**src/verilog/link_state_map.svh**
```systemverilog
// constants of the operating-state controller: nonvolatile layout, counts, status codes
// assumes a byte-wide nonvolatile store with one-cycle read latency
`ifndef LINK_STATE_MAP_SVH
`define LINK_STATE_MAP_SVH

// nonvolatile settings block, byte offsets
`define NV_AUTO_OFS 6'h00
`define NV_FORCE_OFS 6'h01
`define NV_DISC_OFS 6'h02
`define NV_CONN_OFS 6'h03
`define NV_DEFCNT_OFS 6'h04
`define NV_TRANSP_OFS 6'h05
`define NV_ADDR_FIRST 6'h06
`define NV_ADDR_LAST 6'h0b
// service database and patch regions
`define SDB_FIRST 6'h10
`define SDB_LAST 6'h1f
`define PATCH_FIRST 6'h20
`define COPY_LAST 6'h2f

// byte values
`define BYTE_ERASED 8'hff
`define SDB_DEFAULT 8'h00
`define FLAG_ON 8'h01
`define FLAG_OFF 8'h00

// counts
`define CONNECT_TRIES 2'h3
`define PICO_MAX_SLAVES 3'h7
`define SCAT_MAX_SLAVES 3'h6
`define ONE_ENTRY 8'h01

// confirmation status
`define STATUS_OK 8'h00
`define STATUS_NOT_APPLICABLE 8'h0c

`endif

```
**src/verilog/link_state_pkg.sv**
```systemverilog
// types shared by the operating-state controller and its helpers
// assumes link_state_map.svh supplies the numeric constants
package link_state_pkg;
	typedef enum logic [7:0] {
		ST_IDLE_AUTO = 8'h01,
		ST_IDLE_MAN = 8'h02,
		ST_PICO_MASTER = 8'h04,
		ST_SCAT_MASTER = 8'h08,
		ST_TRANSP_MASTER = 8'h10,
		ST_SINGLE_SLAVE = 8'h20,
		ST_SCAT_SLAVE = 8'h40,
		ST_TRANSP_SLAVE = 8'h80
	} op_state_t;

	typedef enum logic [1:0] {
		CMD_TRANSPARENT = 2'h0,
		CMD_CONNECT = 2'h1,
		CMD_INQUIRY = 2'h2,
		CMD_SCO = 2'h3
	} cmd_t;

	typedef enum logic [2:0] {
		CP_READ = 3'h1,
		CP_WRITE = 3'h2,
		CP_DONE = 3'h4
	} copy_state_t;

	typedef enum logic [3:0] {
		AS_IDLE = 4'h1,
		AS_REQ = 4'h2,
		AS_WAIT = 4'h4,
		AS_DONE = 4'h8
	} auto_state_t;

	typedef struct packed {
		logic auto_on;
		logic force_master;
		logic discover_en;
		logic connect_en;
		logic [7:0] default_count;
		logic transp_flag;
	} settings_t;

	typedef struct packed {
		logic uart_transparent;
		logic discoverable;
		logic connectable;
		logic inquiry_ok;
		logic connect_ok;
		logic raw_ok;
		logic sco_ok;
	} perm_t;

	typedef struct packed {
		logic valid;
		logic [7:0] data;
	} byte_t;
endpackage

```
**src/verilog/link_state_ctrl.sv**
```systemverilog
// top of the operating-state controller: boot copy, eight operation states, uart routing
// assumes baseband and uart framing sit outside; events arrive as one-cycle pulses
`timescale 1ns/1ps
`include "link_state_map.svh"

//Function
//- boot copies store, checks, then operates
//- automatic flag checked at boot, incoming link
//- automatic: try each default entry up to three times
//- automatic off: no autonomous action after boot
//- force master: role switch, drop on failure
//- no force master: accept as slave
//- entry transparent flag switches uart after link
//- transparent flag only with single entry
//- patch copied each boot, replaces rom code
//- service database restored, default if unconfigured
//- command mode except both transparent states
//- incoming link state moves per state
//- outgoing link state moves per state
//- transparent command needs exactly one link
//- break leaves transparent, ignored in scatternet master
//- discoverability follows setting or forced off
//- connectability follows setting or forced off
//- inquiry barred in three states
//- outgoing connects barred in three states
//- slave limits seven, six, two masters
//- scatternet master rejects incoming, transparent command
//- audio link barred in both idle states and scatternet slave
//- idle state after boot and last release
//- transparent mode passes raw data both ways
module link_state_ctrl (
	input wire logic clk_sys,
	input wire logic reset_n,
	input wire logic [7:0] ee_rdata,
	input wire logic in_link_req,
	input wire logic role_done,
	input wire logic role_ok,
	input wire logic out_link_ok,
	input wire logic out_link_default,
	input wire logic link_release,
	input wire logic release_was_master,
	input wire logic conn_done,
	input wire logic conn_ok,
	input wire logic cmd_valid,
	input wire link_state_pkg::cmd_t cmd_code,
	input wire logic uart_break,
	input wire link_state_pkg::byte_t uart_rx,
	input wire link_state_pkg::byte_t link_rx,
	output logic [5:0] ee_addr,
	output link_state_pkg::byte_t ram_wr,
	output logic [5:0] ram_addr,
	output logic patch_active,
	output logic init_done,
	output logic param_error,
	output link_state_pkg::op_state_t op_state,
	output link_state_pkg::perm_t perm,
	output logic link_accept,
	output logic link_reject,
	output logic role_switch_req,
	output logic auto_conn_req,
	output logic [7:0] auto_conn_idx,
	output logic conf_valid,
	output logic [7:0] conf_status,
	output link_state_pkg::byte_t link_tx,
	output link_state_pkg::byte_t uart_tx,
	output logic uart_tx_raw,
	output link_state_pkg::byte_t cmd_byte
);
	import link_state_pkg::*;

	typedef struct packed {
		op_state_t op;
		logic ready;
		logic [2:0] masters_of;
		logic [1:0] slaves_of;
		logic role_wait;
		perm_t perm;
		logic accept;
		logic reject;
		logic role_req;
		logic auto_start;
		logic conf;
		logic [7:0] status;
		byte_t link_tx;
		byte_t uart_tx;
		logic raw;
		byte_t cmd;
	} ctrl_reg_t;

	logic [1:0] rst_sync;
	logic rst_n;
	ctrl_reg_t r, n;
	settings_t set;
	logic copy_done;
	logic transp_state;
	logic [3:0] links;
	logic transp_eff;
	logic slave_room;
	op_state_t idle_st;

	// reset released through two flops, asserted at once
	always_ff @(posedge clk_sys or negedge reset_n) begin
		if (!reset_n) begin
			rst_sync <= 2'b00;
		end else begin
			rst_sync <= {rst_sync[0], 1'b1};
		end
	end
	assign rst_n = rst_sync[1];

	nv_copy_engine u_copy (
		.clk_sys(clk_sys),
		.rst_n(rst_n),
		.ee_rdata(ee_rdata),
		.ee_addr(ee_addr),
		.ram_wr(ram_wr),
		.ram_addr(ram_addr),
		.settings(set),
		.patch_active(patch_active),
		.done(copy_done),
		.param_error(param_error)
	);

	// automatic start only with the flag on; off means no autonomous step
	auto_connect_seq u_auto (
		.clk_sys(clk_sys),
		.rst_n(rst_n),
		.start(r.auto_start),
		.entry_count(set.default_count),
		.conn_done(conn_done),
		.conn_ok(conn_ok),
		.conn_req(auto_conn_req),
		.conn_idx(auto_conn_idx),
		.busy()
	);

	// helper terms shared by the state logic
	assign links = {1'b0, r.masters_of} + {2'b00, r.slaves_of};
	assign transp_state = (r.op == ST_TRANSP_MASTER) || (r.op == ST_TRANSP_SLAVE);
	assign transp_eff = set.transp_flag && (set.default_count == `ONE_ENTRY);
	assign idle_st = set.auto_on ? ST_IDLE_AUTO : ST_IDLE_MAN;
	assign slave_room = (r.op == ST_SCAT_MASTER) ? (r.masters_of < `SCAT_MAX_SLAVES)
		: (r.masters_of < `PICO_MAX_SLAVES);

	// events are expected one per cycle; break, release, role result, link, command
	always_comb begin
		n = r;
		n.accept = 1'b0;
		n.reject = 1'b0;
		n.role_req = 1'b0;
		n.auto_start = 1'b0;
		n.conf = 1'b0;
		n.link_tx.valid = 1'b0;
		n.uart_tx.valid = 1'b0;
		n.cmd.valid = 1'b0;
		if (!r.ready) begin
			// nothing operates until the copy has finished
			if (copy_done) begin
				n.ready = 1'b1;
				n.op = idle_st;
				n.auto_start = set.auto_on;
			end
		end else if (uart_break && transp_state) begin
			n.op = (r.op == ST_TRANSP_MASTER) ? ST_PICO_MASTER : ST_SINGLE_SLAVE;
		end else if (link_release) begin
			if (release_was_master && r.masters_of != 3'h0)
				n.masters_of = r.masters_of - 3'h1;
			if (!release_was_master && r.slaves_of != 2'h0)
				n.slaves_of = r.slaves_of - 2'h1;
			if (links <= 4'h1)
				n.op = idle_st;
			else if (r.op == ST_SCAT_MASTER && !release_was_master)
				n.op = ST_PICO_MASTER;
			else if (r.op == ST_SCAT_MASTER && r.masters_of == 3'h1)
				n.op = ST_SINGLE_SLAVE;
			else if (r.op == ST_SCAT_SLAVE)
				n.op = ST_SINGLE_SLAVE;
		end else if (role_done && r.role_wait) begin
			n.role_wait = 1'b0;
			if (role_ok && slave_room) begin
				n.accept = 1'b1;
				n.masters_of = r.masters_of + 3'h1;
				n.op = (r.op == ST_SINGLE_SLAVE) ? ST_SCAT_MASTER : ST_PICO_MASTER;
			end else begin
				n.reject = 1'b1;
			end
		end else if (in_link_req) begin
			// only idle, piconet master and single slave take a new link
			if (r.role_wait || !r.perm.connectable || r.op == ST_SCAT_MASTER) begin
				n.reject = 1'b1;
			end else if (set.force_master) begin
				n.role_req = 1'b1;
				n.role_wait = 1'b1;
			end else begin
				n.accept = 1'b1;
				n.slaves_of = r.slaves_of + 2'h1;
				unique case (r.op)
					ST_IDLE_AUTO: n.op = ST_TRANSP_SLAVE;
					ST_IDLE_MAN: n.op = ST_SINGLE_SLAVE;
					ST_PICO_MASTER: n.op = ST_SCAT_MASTER;
					default: n.op = ST_SCAT_SLAVE;
				endcase
				if (r.op == ST_IDLE_AUTO || r.op == ST_IDLE_MAN)
					n.op = set.auto_on ? ST_TRANSP_SLAVE : ST_SINGLE_SLAVE;
			end
		end else if (out_link_ok && r.perm.connect_ok) begin
			n.masters_of = r.masters_of + 3'h1;
			if (r.op == ST_SCAT_MASTER || r.op == ST_SINGLE_SLAVE)
				n.op = ST_SCAT_MASTER;
			else if (out_link_default && transp_eff && links == 4'h0)
				n.op = ST_TRANSP_MASTER;
			else
				n.op = ST_PICO_MASTER;
		end else if (cmd_valid) begin
			n.conf = 1'b1;
			n.status = `STATUS_NOT_APPLICABLE;
			unique case (cmd_code)
				CMD_TRANSPARENT: begin
					if ((r.op == ST_PICO_MASTER || r.op == ST_SINGLE_SLAVE) && links == 4'h1) begin
						n.status = `STATUS_OK;
						n.op = (r.op == ST_PICO_MASTER) ? ST_TRANSP_MASTER : ST_TRANSP_SLAVE;
					end
				end
				CMD_CONNECT: begin
					if (r.perm.connect_ok)
						n.status = `STATUS_OK;
				end
				CMD_INQUIRY: begin
					if (r.perm.inquiry_ok)
						n.status = `STATUS_OK;
				end
				CMD_SCO: begin
					if (r.perm.sco_ok)
						n.status = `STATUS_OK;
				end
			endcase
		end

		// permissions follow the state being entered
		n.perm.uart_transparent = (n.op == ST_TRANSP_MASTER) || (n.op == ST_TRANSP_SLAVE);
		n.perm.raw_ok = n.perm.uart_transparent;
		n.perm.discoverable = n.ready && set.discover_en && !n.perm.uart_transparent
			&& (n.op != ST_SCAT_SLAVE);
		n.perm.connectable = n.ready && set.connect_en && (n.op == ST_IDLE_AUTO
			|| n.op == ST_IDLE_MAN || n.op == ST_PICO_MASTER || n.op == ST_SINGLE_SLAVE);
		n.perm.inquiry_ok = n.ready && !n.perm.uart_transparent && (n.op != ST_SCAT_SLAVE);
		n.perm.connect_ok = n.perm.inquiry_ok
			&& ((n.op == ST_SCAT_MASTER) ? (n.masters_of < `SCAT_MAX_SLAVES)
			: (n.masters_of < `PICO_MAX_SLAVES));
		n.perm.sco_ok = n.ready && (n.op == ST_PICO_MASTER || n.op == ST_SCAT_MASTER
			|| n.op == ST_TRANSP_MASTER || n.op == ST_SINGLE_SLAVE
			|| n.op == ST_TRANSP_SLAVE);

		// raw pass-through in transparent mode, otherwise command bytes and events
		if (r.perm.uart_transparent) begin
			n.link_tx = uart_rx;
		end else begin
			n.cmd = uart_rx;
		end
		n.uart_tx = link_rx;
		n.raw = r.perm.uart_transparent;
	end

	// whole state registered in one place; idle-manual until settings are known
	always_ff @(posedge clk_sys or negedge rst_n) begin
		if (!rst_n) begin
			r <= '{op: ST_IDLE_MAN, ready: 1'b0, masters_of: 3'h0, slaves_of: 2'h0,
				role_wait: 1'b0, perm: '0, accept: 1'b0, reject: 1'b0, role_req: 1'b0,
				auto_start: 1'b0, conf: 1'b0, status: `STATUS_OK, link_tx: '0,
				uart_tx: '0, raw: 1'b0, cmd: '0};
		end else begin
			r <= n;
		end
	end

	assign init_done = r.ready;
	assign op_state = r.op;
	assign perm = r.perm;
	assign link_accept = r.accept;
	assign link_reject = r.reject;
	assign role_switch_req = r.role_req;
	assign conf_valid = r.conf;
	assign conf_status = r.status;
	assign link_tx = r.link_tx;
	assign uart_tx = r.uart_tx;
	assign uart_tx_raw = r.raw;
	assign cmd_byte = r.cmd;

	a_no_ops_early: assert property (@(posedge clk_sys) disable iff (!rst_n)
		!r.ready |-> !r.perm.connect_ok && !r.perm.inquiry_ok && !r.accept)
		else $error("operation before initialization");
	a_uart_mode: assert property (@(posedge clk_sys) disable iff (!rst_n)
		r.perm.uart_transparent == (r.op == ST_TRANSP_MASTER || r.op == ST_TRANSP_SLAVE))
		else $error("uart mode does not match state");
	a_break_master: assert property (@(posedge clk_sys) disable iff (!rst_n)
		r.ready && r.op == ST_TRANSP_MASTER && uart_break |=> r.op == ST_PICO_MASTER)
		else $error("break did not leave transparent master");
	a_break_scat: assert property (@(posedge clk_sys) disable iff (!rst_n)
		r.op == ST_SCAT_MASTER && uart_break && !link_release && !role_done
		&& !in_link_req && !out_link_ok && !cmd_valid |=> r.op == ST_SCAT_MASTER)
		else $error("break changed scatternet master");
	a_disc_forced: assert property (@(posedge clk_sys) disable iff (!rst_n)
		(r.op == ST_TRANSP_MASTER || r.op == ST_SCAT_SLAVE || r.op == ST_TRANSP_SLAVE)
		|-> !r.perm.discoverable && !r.perm.inquiry_ok && !r.perm.connect_ok)
		else $error("discover or inquiry allowed in barred state");
	a_conn_forced: assert property (@(posedge clk_sys) disable iff (!rst_n)
		r.op == ST_SCAT_MASTER |-> !r.perm.connectable)
		else $error("scatternet master connectable");
	a_sco_scat_slave: assert property (@(posedge clk_sys) disable iff (!rst_n)
		r.op == ST_SCAT_SLAVE |-> !r.perm.sco_ok)
		else $error("audio allowed as scatternet slave");
	a_scat_reject: assert property (@(posedge clk_sys) disable iff (!rst_n)
		r.ready && r.op == ST_SCAT_MASTER && in_link_req && !uart_break && !link_release
		&& !(role_done && r.role_wait) |=> link_reject && !link_accept)
		else $error("scatternet master took an incoming link");
	a_na_keeps: assert property (@(posedge clk_sys) disable iff (!rst_n)
		conf_valid && conf_status != `STATUS_OK |-> r.op == $past(r.op))
		else $error("refused command changed state");
	a_slave_limit: assert property (@(posedge clk_sys) disable iff (!rst_n)
		r.masters_of <= `PICO_MAX_SLAVES && r.slaves_of <= 2'h2)
		else $error("link count above limit");
	// a result in the very next cycle is legal, so only a silent partner is checked
	a_force_req: assert property (@(posedge clk_sys) disable iff (!rst_n)
		role_switch_req && !role_done |-> r.role_wait ##1 !link_accept)
		else $error("role switch request without wait");
	// routing follows the mode that was registered one cycle earlier
	a_raw_route: assert property (@(posedge clk_sys) disable iff (!rst_n)
		link_tx.valid |-> uart_tx_raw)
		else $error("raw byte sent to link in command mode");
	a_cmd_route: assert property (@(posedge clk_sys) disable iff (!rst_n)
		cmd_byte.valid |-> !uart_tx_raw)
		else $error("command byte passed in transparent mode");
	a_transp_links: assert property (@(posedge clk_sys) disable iff (!rst_n)
		r.perm.uart_transparent |-> links == 4'h1)
		else $error("transparent mode without exactly one link");

	c_transp_master: cover property (@(posedge clk_sys) disable iff (!rst_n)
		r.op == ST_TRANSP_MASTER);
	c_scat_slave: cover property (@(posedge clk_sys) disable iff (!rst_n)
		r.op == ST_SCAT_SLAVE);
	c_refused: cover property (@(posedge clk_sys) disable iff (!rst_n)
		conf_valid && conf_status == `STATUS_NOT_APPLICABLE);
	c_role_fail: cover property (@(posedge clk_sys) disable iff (!rst_n)
		role_switch_req ##[1:20] link_reject);
endmodule

```
**src/verilog/nv_copy_engine.sv**
```systemverilog
// boot-time copy of nonvolatile settings, service database and patch code into ram
// assumes the store returns ee_rdata one cycle after ee_addr
`timescale 1ns/1ps
`include "link_state_map.svh"
module nv_copy_engine (
	input wire logic clk_sys,
	input wire logic rst_n,
	input wire logic [7:0] ee_rdata,
	output logic [5:0] ee_addr,
	output link_state_pkg::byte_t ram_wr,
	output logic [5:0] ram_addr,
	output link_state_pkg::settings_t settings,
	output logic patch_active,
	output logic done,
	output logic param_error
);
	import link_state_pkg::*;

	typedef struct packed {
		copy_state_t st;
		logic [5:0] addr;
		logic sdb_default;
		logic addr_erased;
		byte_t wr;
		logic [5:0] wr_addr;
		settings_t set;
		logic patch;
		logic done;
		logic err;
	} copy_reg_t;

	copy_reg_t r, n;
	logic [7:0] wdata;
	logic in_sdb;

	// one byte per two cycles: present address, then store what came back
	always_comb begin
		n = r;
		n.wr.valid = 1'b0;
		in_sdb = (r.addr >= `SDB_FIRST) && (r.addr <= `SDB_LAST);
		wdata = ee_rdata;
		unique case (r.st)
			CP_READ: begin
				n.st = CP_WRITE;
			end
			CP_WRITE: begin
				// erased marker means never configured: default contents
				if (r.addr == `SDB_FIRST && ee_rdata == `BYTE_ERASED)
					n.sdb_default = 1'b1;
				if (in_sdb && (r.sdb_default || (r.addr == `SDB_FIRST && ee_rdata == `BYTE_ERASED)))
					wdata = `SDB_DEFAULT;
				n.wr.valid = 1'b1;
				n.wr.data = wdata;
				n.wr_addr = r.addr;
				if (r.addr == `NV_AUTO_OFS)
					n.set.auto_on = (ee_rdata == `FLAG_ON);
				if (r.addr == `NV_FORCE_OFS)
					n.set.force_master = (ee_rdata == `FLAG_ON);
				if (r.addr == `NV_DISC_OFS)
					n.set.discover_en = (ee_rdata == `FLAG_ON);
				if (r.addr == `NV_CONN_OFS)
					n.set.connect_en = (ee_rdata == `FLAG_ON);
				if (r.addr == `NV_DEFCNT_OFS)
					n.set.default_count = ee_rdata;
				if (r.addr == `NV_TRANSP_OFS)
					n.set.transp_flag = (ee_rdata == `FLAG_ON);
				// device address must hold at least one programmed byte
				if (r.addr >= `NV_ADDR_FIRST && r.addr <= `NV_ADDR_LAST)
					n.addr_erased = r.addr_erased && (ee_rdata == `BYTE_ERASED);
				// patch copied every boot; a marker byte other than erased enables it
				if (r.addr == `PATCH_FIRST)
					n.patch = (ee_rdata != `BYTE_ERASED);
				if (r.addr == `COPY_LAST) begin
					n.st = CP_DONE;
				end else begin
					n.addr = r.addr + 6'h01;
					n.st = CP_READ;
				end
			end
			CP_DONE: begin
				// a missing address keeps the device out of operation until reset
				n.done = !r.addr_erased;
				n.err = r.addr_erased;
			end
		endcase
	end

	always_ff @(posedge clk_sys or negedge rst_n) begin
		if (!rst_n) begin
			r <= '{st: CP_READ, addr: 6'h00, sdb_default: 1'b0, addr_erased: 1'b1,
				wr: '0, wr_addr: 6'h00, set: '0, patch: 1'b0, done: 1'b0, err: 1'b0};
		end else begin
			r <= n;
		end
	end

	assign ee_addr = r.addr;
	assign ram_wr = r.wr;
	assign ram_addr = r.wr_addr;
	assign settings = r.set;
	assign patch_active = r.patch;
	assign done = r.done;
	assign param_error = r.err;

	a_done_after_copy: assert property (@(posedge clk_sys) disable iff (!rst_n)
		$rose(r.done) |-> $past(r.st) == CP_DONE && !r.err)
		else $error("operation entered without completed copy");
	a_sdb_default: assert property (@(posedge clk_sys) disable iff (!rst_n)
		(r.st == CP_WRITE && r.sdb_default && r.addr <= `SDB_LAST && r.addr >= `SDB_FIRST)
		|=> r.wr.valid && r.wr.data == `SDB_DEFAULT)
		else $error("unconfigured service database not defaulted");
endmodule

```
**src/verilog/auto_connect_seq.sv**
```systemverilog
// walks the default-connection table after boot, up to three attempts per entry
// assumes conn_done pulses once per request from the baseband
`timescale 1ns/1ps
`include "link_state_map.svh"
module auto_connect_seq (
	input wire logic clk_sys,
	input wire logic rst_n,
	input wire logic start,
	input wire logic [7:0] entry_count,
	input wire logic conn_done,
	input wire logic conn_ok,
	output logic conn_req,
	output logic [7:0] conn_idx,
	output logic busy
);
	import link_state_pkg::*;

	typedef struct packed {
		auto_state_t st;
		logic [7:0] idx;
		logic [1:0] tries;
		logic req;
	} seq_reg_t;

	seq_reg_t r, n;

	// next entry on success or after the last failed try
	always_comb begin
		n = r;
		n.req = 1'b0;
		unique case (r.st)
			AS_IDLE: begin
				if (start) begin
					n.idx = 8'h00;
					n.tries = 2'h0;
					n.st = (entry_count == 8'h00) ? AS_DONE : AS_REQ;
				end
			end
			AS_REQ: begin
				n.req = 1'b1;
				n.tries = r.tries + 2'h1;
				n.st = AS_WAIT;
			end
			AS_WAIT: begin
				if (conn_done) begin
					if (conn_ok || r.tries == `CONNECT_TRIES) begin
						n.tries = 2'h0;
						n.idx = r.idx + 8'h01;
						n.st = (r.idx + 8'h01 == entry_count) ? AS_DONE : AS_REQ;
					end else begin
						n.st = AS_REQ;
					end
				end
			end
			AS_DONE: begin
				n.st = AS_DONE;
			end
		endcase
	end

	always_ff @(posedge clk_sys or negedge rst_n) begin
		if (!rst_n) begin
			r <= '{st: AS_IDLE, idx: 8'h00, tries: 2'h0, req: 1'b0};
		end else begin
			r <= n;
		end
	end

	assign conn_req = r.req;
	assign conn_idx = r.idx;
	assign busy = (r.st == AS_REQ) || (r.st == AS_WAIT);

	a_tries_bound: assert property (@(posedge clk_sys) disable iff (!rst_n)
		r.st == AS_WAIT |-> r.tries >= 2'h1 && r.tries <= `CONNECT_TRIES)
		else $error("attempt count out of range");
	c_retry: cover property (@(posedge clk_sys) disable iff (!rst_n)
		r.req && r.tries == 2'h3);
endmodule

```
**config.mk**
```make
export PLATFORM = sky130hd
export DESIGN_NAME = link_state_ctrl
export DESIGN_NICKNAME = d
export VERILOG_FILES = /design/src/verilog/link_state_pkg.sv /design/src/verilog/link_state_ctrl.sv /design/src/verilog/nv_copy_engine.sv /design/src/verilog/auto_connect_seq.sv
export VERILOG_INCLUDE_DIRS = /design/src /design/src/verilog
export SDC_FILE = /design/constraint.sdc
export NUM_CORES = 1
export LEC_CHECK = 0
export BUFFER_PORTS_ARGS = -buffer_cell sky130_fd_sc_hd__buf_2
export CAP_MARGIN = 20
export CORE_AREA = 2 2 113 115
export DETAILED_ROUTE_END_ITERATION = 6
export DIE_AREA = 0 0 115 117
export GPL_ROUTABILITY_DRIVEN = 0
export PLACE_DENSITY_LB_ADDON = 0.1
export SLEW_MARGIN = 20
export SYNTH_ARGS = -nofsm -noshare
export SYNTH_HDL_FRONTEND = slang
export SYNTH_SLANG_ARGS = --single-unit
```
**constraint.sdc**
```tcl
create_clock -name clk_sys -period 9 [get_ports clk_sys]
set_input_delay 1.8 -clock clk_sys [delete_from_list [all_inputs] [get_ports clk_sys]]
set_output_delay 1.8 -clock clk_sys [all_outputs]
set_load 0.02 [all_outputs]
```
==> flow_metrics.tcl <==
set metrics [dict create \
    synth-edff-count 0 \
    power_leakage_uw 0.00345 \
    worst_path_maximum_fanout 9 \
    synth_sequential_area_ratio 0.430 \
    r2r.worst_path.cells 11 \
    antenna-diode-count 0 \
    r2r-end "perm[2]" \
    maxSlewHeadroom 0.452 \
    vdd_drop_max_mv 0.139 \
    initial_standard_cell_utilization_of_the_core 0.540 \
    antenna_found_initial 0 \
    design.die.area_um2 13500 \
    utilization 0.598 \
    period_needed_ns 4.18 \
    max_stage_delay_cell_worst_path "sky130_fd_sc_hd__dfrtp_1" \
    routed_vias 5230 \
    wire_per_inst_um 18.1 \
    cts_root_buf "sky130_fd_sc_hd__clkbuf_16" \
    setup-violations-final 0 \
    final-instance-count-excl-fill 875 \
    finalHoldViolCount 0 \
    hold_buffers 0 \
    ys_warn_count 0 \
    number_of_h_tree_branching_levels 4 \
    clkSlewWorstSetupHoldPaths_ns 0.05 \
    global_route.usage.total 0.242 \
    critPathMostFrequentCell "sky130_fd_sc_hd__nor4b_1" \
    critical_path_class "flip-flop to flip-flop" \
    finalSetupTns_ns 0 \
    cp_num_buf_inv 1 \
    worstSkewPairLatency_ns 0.41 \
    avgViaCountPerCell 5.98 \
    critical_path_s_top_delay_family "simple AND/OR/NAND/NOR gates" \
    syn_to_final_growth_pct 10.7 \
    fin_worst_skew_ns 0.00579 \
    worst_hold_path_type "flip-flop to flip-flop" \
    slew_violations 0 \
    first_global_vias 4817 \
    regToRegSetupSlack_ns 4.82 \
    hold-path-cell-count 0 \
    worstPathCellList "ha_1 > inv_1 > fa_1 > nor4bb_1 > a21oi_1 > nor4b_1 > nor4b_1 > a2111o_1 > nor3_1 > a31o_2 > a211oi_1" \
    drt-pass1-iter-count 5 \
    cts_setup_buffers 0 \
    design.final.nets 766 \
    initialDrtViolationCount 554 \
    placed_cells_incl_taps 843 \
    postSynthRegisterBits 114 \
    synth_cell_types 87 \
    critPathRequiredTime_ns 9.25 \
    die_w_um 115 \
    crit_path_start_kind "flip-flop" \
    run_status "completed" \
    rsz0062_at_grt "false" \
    cp-end-kind "flip-flop" \
    maximum_number_of_pins_on_one_net_before_global_route_repair 61 \
    post_synth_main_area_contributors "sky130_fd_sc_hd__dfrtp_1 41%, sky130_fd_sc_hd__buf_4 9.1%, sky130_fd_sc_hd__mux2_2 5.6%" \
    synth_async_sr_flop_share 1.00 \
    synth.largest_area_cell "sky130_fd_sc_hd__dfrtp_1" \
    die_height_um 117 \
    clock_tree.buffer_depth 2 \
    detailed_place_hpwl_um 11600 \
    grt_remaining_overflow 0 \
    period_share 0.464 \
    power.density_cell_area_nw_per_um2 273 \
    wl_um 15800 \
    worstMarginPinSlew_ns 0.819 \
    number_of_rows_created_at_floorplan 41 \
    synth.top_cell.area_share 0.414 \
    route.antenna.remaining_nets 0 \
    dominantRegCellSynth "sky130_fd_sc_hd__dfrtp_1" \
    postCtsResizedCells 0 \
    timing.hold.worst_endpoint "rst_sync[1]" \
    i_o_buffers 122 \
    tritoncts_num_sinks 114 \
    placeableCoreArea_um2 12300 \
    post-route-drc-count 0 \
    syn-cell-area_um2 6650 \
    hold_start "rst_sync[0]" \
    first_pass_grt_wire_length_um 25200 \
    cp_data_arrival_time_ns 4.43 \
    max_freq_mhz 239 \
    worst_path_largest_cell_delay_ns 0.56 \
    synthesis.instances 664 \
    post_route_cells_drive_above_1_share 0.288 \
    top_level_ports 129 \
    tritoncts "built" \
    cts-buffers-inserted 17 \
    max-cap-violations 0 \
    regToRegStartpoint "r[51]" \
    synth_area_per_cell_um2 10.0 \
]
-- routing by layer --
layer  vias to the layer above  track usage  routed length, um
met5                         -            0                  0
met4                         0        0.118                445
met3                        46       0.0711               1360
met2                       263        0.347               6900
met1                      2488        0.339               7130
li1                       2433            -                  -
-- Yosys cell counts, types with 4 or more instances --
| library cell | number |
|---|---|
| sky130_fd_sc_hd__o2111ai_1 | 4 |
| sky130_fd_sc_hd__dfrtp_1 | 110 |
| sky130_fd_sc_hd__a21o_1 | 6 |
| sky130_fd_sc_hd__o211ai_1 | 7 |
| sky130_fd_sc_hd__a21oi_1 | 25 |
| sky130_fd_sc_hd__and3_1 | 5 |
| sky130_fd_sc_hd__o31ai_1 | 4 |
| sky130_fd_sc_hd__mux2_2 | 33 |
| sky130_fd_sc_hd__nor2_1 | 43 |
| sky130_fd_sc_hd__xor2_1 | 12 |
| sky130_fd_sc_hd__nor4_1 | 5 |
| sky130_fd_sc_hd__and2_1 | 6 |
| sky130_fd_sc_hd__ha_1 | 12 |
| sky130_fd_sc_hd__buf_4 | 81 |
| sky130_fd_sc_hd__a211oi_1 | 12 |
| sky130_fd_sc_hd__or3_1 | 5 |
| sky130_fd_sc_hd__o21ai_0 | 22 |
| sky130_fd_sc_hd__o21a_1 | 4 |
| sky130_fd_sc_hd__xnor2_1 | 14 |
| sky130_fd_sc_hd__nor4b_1 | 7 |
| sky130_fd_sc_hd__nor2b_1 | 6 |
| sky130_fd_sc_hd__dfstp_2 | 4 |
| sky130_fd_sc_hd__clkbuf_1 | 13 |
| sky130_fd_sc_hd__nand3_1 | 21 |
| sky130_fd_sc_hd__nand4b_1 | 4 |
| sky130_fd_sc_hd__nand2b_1 | 11 |
| sky130_fd_sc_hd__nand4_1 | 9 |
| sky130_fd_sc_hd__a22o_1 | 9 |
| sky130_fd_sc_hd__inv_1 | 18 |
| sky130_fd_sc_hd__nand2_1 | 50 |
| sky130_fd_sc_hd__nor3_1 | 16 |
-- logic make-up (layout without fill, tap and decap cells) --
kind of cell / count (synthesis) / after routing / share of synthesized area
and+or+nand+nor: 213 / 213 / 0.174
AOI/OAI and AO/OA: 141 / 141 / 0.158
buffers and inverters: 119 / 175 / 0.115
DFF: 114 / 114 / 0.430
muxes: 36 / 36 / 0.0623
xor gates and xnor gates: 26 / 26 / 0.0342
adders and majority gates: 13 / 13 / 0.0256
other: 2 / 7 / 0.00113
-- registers in the layout (all words and copies together) (netlist names), 2 cells and up --
register         count
u_copy.ram_addr      6
u_copy.settings     13
op_state             8
u_auto.r             6
uart_tx              9
u_copy.r             5
r                    7
link_tx              9
rst_sync             2
perm                 6
u_auto.conn_idx      8
cmd_byte             9
u_copy.ram_wr        9
u_copy.ee_addr       6
-- cell usage in the layout (no fill, tap or decap), types with 7 or more instances in the layout --
master | Yosys | layout
sky130_fd_sc_hd__a211oi_1 | 12 | 12
sky130_fd_sc_hd__a21oi_1 | 25 | 25
sky130_fd_sc_hd__a22o_1 | 9 | 9
sky130_fd_sc_hd__buf_2 | 3 | 122
sky130_fd_sc_hd__clkbuf_16 | 0 | 17
sky130_fd_sc_hd__conb_1 | 2 | 7
sky130_fd_sc_hd__dfrtp_1 | 110 | 109
sky130_fd_sc_hd__ha_1 | 12 | 12
sky130_fd_sc_hd__inv_1 | 18 | 18
sky130_fd_sc_hd__mux2_2 | 33 | 33
sky130_fd_sc_hd__nand2_1 | 50 | 50
sky130_fd_sc_hd__nand2b_1 | 11 | 11
sky130_fd_sc_hd__nand3_1 | 21 | 21
sky130_fd_sc_hd__nand4_1 | 9 | 9
sky130_fd_sc_hd__nor2_1 | 43 | 43
sky130_fd_sc_hd__nor3_1 | 16 | 16
sky130_fd_sc_hd__nor4b_1 | 7 | 7
sky130_fd_sc_hd__o211ai_1 | 7 | 7
sky130_fd_sc_hd__o21ai_0 | 22 | 22
sky130_fd_sc_hd__xnor2_1 | 14 | 14
sky130_fd_sc_hd__xor2_1 | 12 | 12
-- stage by stage --
stage	power, uW	hold slack, ns	cell area [um2]	setup slack (ns)
after detailed placement	1370	0.343	6790	4.67
after floorplan	1260	0.331	6670	5.04
after CTS	2010	0.356	7360	4.97
after global routing	2130	0.358	7360	4.57
final	2010	0.355	7360	4.82
after global placement	1360	0.343	6790	4.78
-- how the worst max path moves through the flow --
stage          slack, ns  cells after the start         from      end
3_5_place_dp        4.67                      9  cmd_code[1]  perm[2]
5_1_grt             4.57                     11        r[51]  perm[2]
3_3_place_gp        4.78                      9  cmd_code[1]  perm[2]
6_report            4.82                     11        r[51]  perm[2]
4_1_cts             4.97                     11        r[51]  perm[5]
2_1_floorplan       5.04                      9   uart_break  perm[5]
-- power breakdown --
part           leakage [uW]  switching [uW]  internal (uW)  total (uW)
combinational       0.00175             401            259         660
sequential          0.00142             120            594         714
clock              0.000283             228            406         634
-- cell type report --
cell class / instances / area (um2)
Timing Repair Buffer: 123 / 618
Sequential cell: 114 / 2860
Inverter: 20 / 75.1
Tap cell: 150 / 188
Multi-Input combinational cell: 436 / 3050
Fill cell: 1072 / 4950
Clock inverter: 9 / 80.1
Clock buffer: 23 / 488
(Power assumes the default switching activity.)
